## config.mk

```make
export PLATFORM = sky130hd
export DESIGN_NAME = gidc_core
export DESIGN_NICKNAME = d
export VERILOG_FILES = /design/src/common/gidc_pkg.sv /design/src/design/gidc_core.sv
export SDC_FILE = /design/constraint.sdc
export NUM_CORES = 1
export LEC_CHECK = 0
export BUFFER_PORTS_ARGS = -buffer_cell sky130_fd_sc_hd__buf_4
export CAP_MARGIN = 0
export CORE_MARGIN = 4
export CORE_UTILIZATION = 51
export DETAILED_ROUTE_END_ITERATION = 16
export PLACE_DENSITY = 0.8
export SYNTH_ARGS = -nofsm -noshare
export SYNTH_HDL_FRONTEND = slang
export SYNTH_SLANG_ARGS = --single-unit
```

## constraint.sdc

```tcl
create_clock -name sys_clk -period 2.1 [get_ports sys_clk]
set_input_delay 0.105 -clock sys_clk [delete_from_list [all_inputs] [get_ports sys_clk]]
set_output_delay 0.105 -clock sys_clk [all_outputs]
set_load 0.05 [all_outputs]
```

## src/common/gidc_pkg.sv

```systemverilog
package gidc_pkg;

  // ****************************************************************
  // Control word layout
  // ****************************************************************
  localparam int unsigned CTRL_W        = 32;
  localparam int unsigned CLASS_N       = 4;
  localparam int unsigned BIT_FIXED     = 0;
  localparam int unsigned BIT_CLOCK     = 1;
  localparam int unsigned BIT_PROCESS   = 2;
  localparam int unsigned BIT_DELAY     = 3;
  localparam logic [31:0] CTRL_RESET    = 32'h0000_0000;
  localparam logic [31:0] RESERVED_MASK = 32'hffff_fff0;
  localparam logic [3:0]  TIME_CLASSES  = 4'hb;

  // ****************************************************************
  // Service call codes and answers
  // ****************************************************************
  localparam logic [15:0] FUNC_LOAD     = 16'h0001;
  localparam logic [15:0] FUNC_SET      = 16'h0002;
  localparam logic [15:0] FUNC_SET_INV  = 16'h0003;
  localparam logic [15:0] ERROR_CODE    = 16'h1a48;

  // ****************************************************************
  // Boundary selection and sequencer
  // ****************************************************************
  localparam logic        BOUNDARY_BLOCK = 1'b0;
  localparam logic        BOUNDARY_OPER  = 1'b1;

  typedef enum logic [2:0] {
    GIDC_IDLE  = 3'b001,
    GIDC_REPLY = 3'b010,
    GIDC_STOP  = 3'b100
  } gidc_fsm_type;

  typedef struct packed {
    logic        valid;
    logic [15:0] func;
    logic [31:0] acc;
  } gidc_call_type;

  typedef struct packed {
    logic        done;
    logic        error;
    logic [31:0] acc;
  } gidc_reply_type;

  typedef struct packed {
    logic       block_boundary;
    logic       oper_boundary;
    logic       handler_busy;
    logic [3:0] request;
  } gidc_irq_in_type;

  typedef struct packed {
    gidc_fsm_type fsm;
    logic [31:0]  ctrl;
    logic [3:0]   pend;
    logic [31:0]  acc;
    logic         done;
    logic         error;
    logic         invoke;
    logic [3:0]   disp;
    logic [3:0]   coll;
  } gidc_state_type;

endpackage

```

## src/design/gidc_core.sv

```systemverilog
`timescale 1ns/1ps

module gidc_core (
  // Clock and reset
  input  wire logic                     sys_clk,
  input  wire logic                     rst,
  // Service call from the processor
  input  wire gidc_pkg::gidc_call_type  delay_all_service_call,
  output      gidc_pkg::gidc_reply_type call_reply,
  // Runtime error handling
  input  wire logic                     handler_present,
  output      logic                     runtime_error_handler,
  output      logic                     stop_mode,
  // Interrupt sources and program boundaries
  input  wire gidc_pkg::gidc_irq_in_type irq_in,
  input  wire logic                     extended_config_block,
  output      logic [3:0]               dispatch,
  output      logic [3:0]               collision,
  // Status readback
  output      logic [31:0]              delay_status_system_word
);
  import gidc_pkg::*;

  // ****************************************************************
  // State
  // ****************************************************************
  gidc_state_type state_reg;
  gidc_state_type state_next;

  logic [3:0]  delayed;
  logic        boundary;
  logic        func_ok;
  logic        call_err;
  logic [31:0] ctrl_new;
  logic        take;
  logic        call_err_q;

  // Reserved bits above the four class bits never count as delay
  function automatic logic [31:0] apply_call(input logic [15:0] func,
                                             input logic [31:0] word,
                                             input logic [31:0] mask);
    logic [31:0] res;
    res = word;
    case (func)
      FUNC_LOAD:    res = mask;
      FUNC_SET:     res = word | mask;
      FUNC_SET_INV: res = word | (~mask & ~RESERVED_MASK);
      default:      res = word;
    endcase
    return res;
  endfunction

  // ****************************************************************
  // Decode
  // ****************************************************************
  always_comb begin
    delayed  = state_reg.ctrl[3:0];
    boundary = (extended_config_block == BOUNDARY_OPER) ? irq_in.oper_boundary
                                                        : irq_in.block_boundary;
    func_ok  = (delay_all_service_call.func == FUNC_LOAD) ||
               (delay_all_service_call.func == FUNC_SET) ||
               (delay_all_service_call.func == FUNC_SET_INV);
    call_err = !func_ok || ((delay_all_service_call.acc & RESERVED_MASK) != 32'h0000_0000);
    take     = delay_all_service_call.valid && (state_reg.fsm == GIDC_IDLE);
    ctrl_new = apply_call(delay_all_service_call.func, state_reg.ctrl,
                          delay_all_service_call.acc);
  end

  // ****************************************************************
  // Next state
  // ****************************************************************
  always_comb begin
    state_next        = state_reg;
    state_next.done   = 1'b0;
    state_next.error  = 1'b0;
    state_next.invoke = 1'b0;
    state_next.disp   = 4'h0;

    state_next.coll = irq_in.request & state_reg.pend & delayed & TIME_CLASSES;

    // Dispatch only when no handler is running, so an active one is not cut.
    // running handler not preempted
    if (boundary && !irq_in.handler_busy && state_reg.fsm != GIDC_STOP) begin
      state_next.disp = state_reg.pend & ~delayed;
    end

    // Set wins: a request in the dispatch cycle stays latched
    // keep latching while delayed
    state_next.pend = (state_reg.pend & ~state_next.disp) | irq_in.request;

    case (state_reg.fsm)
      GIDC_IDLE: begin
        if (take) begin
          state_next.fsm = GIDC_REPLY;
          if (call_err) begin
            state_next.acc = {delay_all_service_call.acc[31:16], ERROR_CODE};
          end else begin
            state_next.ctrl = ctrl_new;
            state_next.acc  = ctrl_new;
          end
        end
      end
      GIDC_REPLY: begin
        state_next.done  = 1'b1;
        state_next.error = call_err_q;
        if (call_err_q && !handler_present) begin
          state_next.fsm = GIDC_STOP;
        end else begin
          state_next.fsm    = GIDC_IDLE;
          state_next.invoke = call_err_q;
        end
      end
      GIDC_STOP: begin
        state_next.fsm = GIDC_STOP;
      end
      default: begin
        state_next.fsm = GIDC_IDLE;
      end
    endcase
  end

  // Error of the taken call, kept for the reply cycle
  always_ff @(posedge sys_clk) begin
    if (rst) begin
      call_err_q <= 1'b0;
    end else if (take) begin
      call_err_q <= call_err;
    end
  end

  // ****************************************************************
  // Registers
  // ****************************************************************
  always_ff @(posedge sys_clk) begin
    if (rst) begin
      state_reg.fsm    <= GIDC_IDLE;
      state_reg.ctrl   <= CTRL_RESET;
      state_reg.pend   <= 4'h0;
      state_reg.acc    <= 32'h0000_0000;
      state_reg.done   <= 1'b0;
      state_reg.error  <= 1'b0;
      state_reg.invoke <= 1'b0;
      state_reg.disp   <= 4'h0;
      state_reg.coll   <= 4'h0;
    end else begin
      state_reg <= state_next;
    end
  end

  // ****************************************************************
  // Outputs
  // ****************************************************************
  assign call_reply.done        = state_reg.done;
  assign call_reply.error       = state_reg.error;
  assign call_reply.acc         = state_reg.acc;
  assign runtime_error_handler  = state_reg.invoke;
  assign stop_mode              = (state_reg.fsm == GIDC_STOP);
  assign dispatch               = state_reg.disp;
  assign collision              = state_reg.coll;
  assign delay_status_system_word = state_reg.ctrl;
endmodule // gidc_core

```

==> results.sh <==
export IMPL_clock_sinks=82
export IMPL_finalWirelength_mm=10.1
export IMPL_fin_util=0.635
export IMPL_die_area_mm2=0.00974
export IMPL_min_period_ps=1930
export IMPL_grt_pass1_vias=3381
export IMPL_netlist_instances=448
export IMPL_rsz0062_at_grt="no"
export IMPL_p_per_area_mw_per_mm2=668
export IMPL_cts_root_buf="clkbuf_8"
export IMPL_synthDistinctLibCells=55
export IMPL_drive_gt1_frac=0.407
export IMPL_dp_hpwl_mm=7.54
export IMPL_antenna_found_initial=0
export IMPL_vias=3424
export IMPL_first_pass_iters=4
export IMPL_antennaDiodeCount=0
export IMPL_crit_fanout=35
export IMPL_track_usage=0.206
export IMPL_synthTopCellsByArea="dfxtp_1, buf_4, a22oi_2, nand2_1, a211oi_2"
export IMPL_crit_path_start_kind="primary input"
export IMPL_cp_end_kind="register"
export IMPL_synth_fp_nets=508
export IMPL_fp_dieH_um=98.7
export IMPL_viasPerCell=5.54
export IMPL_fin_worst_skew_ps=10.2
export IMPL_hold_class="primary input to register"
export IMPL_nets=572
export IMPL_clockBufferDepth=2
export IMPL_timing_final_crit_share=0.920
export IMPL_wl_per_cell_um=16.3
export IMPL_start_util=0.534
export IMPL_fmax_mhz=518
export IMPL_arrival_ps=2170
export IMPL_clk_latency_ps=350
export IMPL_yosysTopAreaCell="dfxtp_1"
export IMPL_cts_tree="done"
export IMPL_setup_viol_count_final=0
export IMPL_final_setup_tns_ps=0
export IMPL_finalMaxSlewViolations=0
export IMPL_synth_warnings=0
export IMPL_htree_levels=3
export IMPL_drc_errors=0
export IMPL_power_leakage_nw=1.99
export IMPL_critical_path_class="primary input to register"
export IMPL_port_buffers=134
export IMPL_hold_violations=0
export IMPL_path_clk_slew_ps=80
export IMPL_cts_buffers=9
export IMPL_post_cts_buffers=0
export IMPL_synth_avg_cell_area_um2=9.36
export IMPL_largest_register_ff_count=34
export IMPL_postRouteAntennaNets=0
export IMPL_synthFlopType="dfxtp_1"
export IMPL_ir_drop_mv=0.421
export IMPL_synth_top_area_share=0.391
export IMPL_synth_most_common_cell="dfxtp_1"
export IMPL_ys_seq_area_frac=0.391
export IMPL_die_w_um=98.7
export IMPL_fill_cells=706
export IMPL_std_cell_rows=32
export IMPL_drt_iter0_drc=124
export IMPL_synth_edf_count=0
export IMPL_synthTopCellsByCount="dfxtp_1, buf_4, nand2_1"
export IMPL_ios=136
export IMPL_core_area_mm2=0.00785
export IMPL_grt_max_degree=36
export IMPL_grt_pass1_wl_mm=16.3
export IMPL_critical_path_required_ps=2330
export IMPL_run_status="complete, no violations"
export IMPL_area_growth_pct=18.8
export IMPL_synth_area_mm2=0.00419
export IMPL_gp_congestion=0.853
export IMPL_gr_total_overflow=0
export IMPL_async_flop_share=0
export IMPL_maxCapViolCount=0
export IMPL_synth_seq_cells=82
repair_timing:
item / 4_1_cts / 5_1_grt
setup endpoints to repair: 0 / 36
hold buffers: 7 / 0
resized for setup: 0 / 4
hold endpoints to repair: 7 / 0
critical path: stages:
cell	delay, ps
dlygate4sd3_1	550
buf_4	160
nor4_4	310
and4_4	320
and4_1	250
buf_12	210
o32ai_1	140
o21a_1	120
cells by family after synthesis:
group           share of synthesized area
compound gates                      0.225
xor+xnor                          0.00209
buf+inv                             0.194
flops                               0.391
mux                               0.00507
other cells                      0.000894
simple gates                        0.182
cell type report:
| type | count | area (um2) | share of cell area |
|---|---|---|---|
| clock buffers | 11 | 141 | 0.0284 |
| multi-input cells | 256 | 1770 | 0.354 |
| inverters | 10 | 37.5 | 0.00754 |
| flip-flops and latches | 82 | 1640 | 0.330 |
| well taps | 102 | 128 | 0.0256 |
| clock inverters | 4 | 76.3 | 0.0153 |
| repair buffers | 153 | 1190 | 0.239 |
through the flow:
stage / hold slack (ps) / area [um2] / setup slack [ps] / cells / total power [mW]
after detailed placement: 358 / 4670 / 161 / 596 / 2.10
final: 14.3 / 4980 / 168 / 618 / 3.33
after floorplan: 231 / 4190 / 225 / 448 / 1.94
after global routing: 1.37 / 4980 / 46.8 / 618 / 3.45
after global placement: 347 / 4670 / 229 / 596 / 2.09
after CTS: 3.03 / 4960 / 21.1 / 618 / 3.34
routing by layer:
layer / part of all wire / track usage / vias up
met5: 0 / 0 / -
met4: 0.025 / 0.0914 / 0
met1: 0.42 / 0.257 / 1615
met3: 0.069 / 0.0474 / 23
li1: - / - / 1652
met2: 0.49 / 0.340 / 134
power by group:
group	internal (mW)	switching, mW	leakage [nW]	total (mW)
Combinational	0.177	0.281	1.22	0.458
Sequential	1.60	0.0260	0.666	1.62
Clock	0.699	0.548	0.106	1.25
Total	2.47	0.855	1.99	3.33
path summary, 6_finish.rpt:
check	startpoint	to	slack, ps	cells after the start
worst min register to register	call_reply[14]	call_reply[14]	450	2
worst max-delay path	delay_all_service_call[26]	delay_status_system_word[3]	170	8
worst min-delay path	irq_in[1]	state_reg[44]	10	3
worst max register to register	state_reg[79]	call_reply[16]	200	5
cell usage in the layout, fill, tap and decap left out, types with 3 or more instances in the layout:
master         Yosys  final
a21oi_1           18     18
o21ai_2            4      4
o21ai_0           21     21
and2_1             4      4
or3_1              3      3
nor3_1             7      7
dlygate4sd3_1      0      7
o21a_1             4      4
nor4b_1            6      6
a211oi_2          10     10
dfxtp_1           82     82
nor2b_1            3      3
inv_1              9      9
nand3_1            4      4
a22oi_2           16     16
a22oi_1           11     11
nand3_2            3      3
o211ai_1           5      5
nor2_1            26     25
nand2_1           46     46
a211oi_1           6      6
a32o_1             5      5
clkbuf_8           0     10
o21ai_1            9      9
and4_1             4      4
a221oi_1           4      4
nor4_1             7      5
buf_4             77    144
nor4_2             3      4
(Power assumes the default switching activity.)
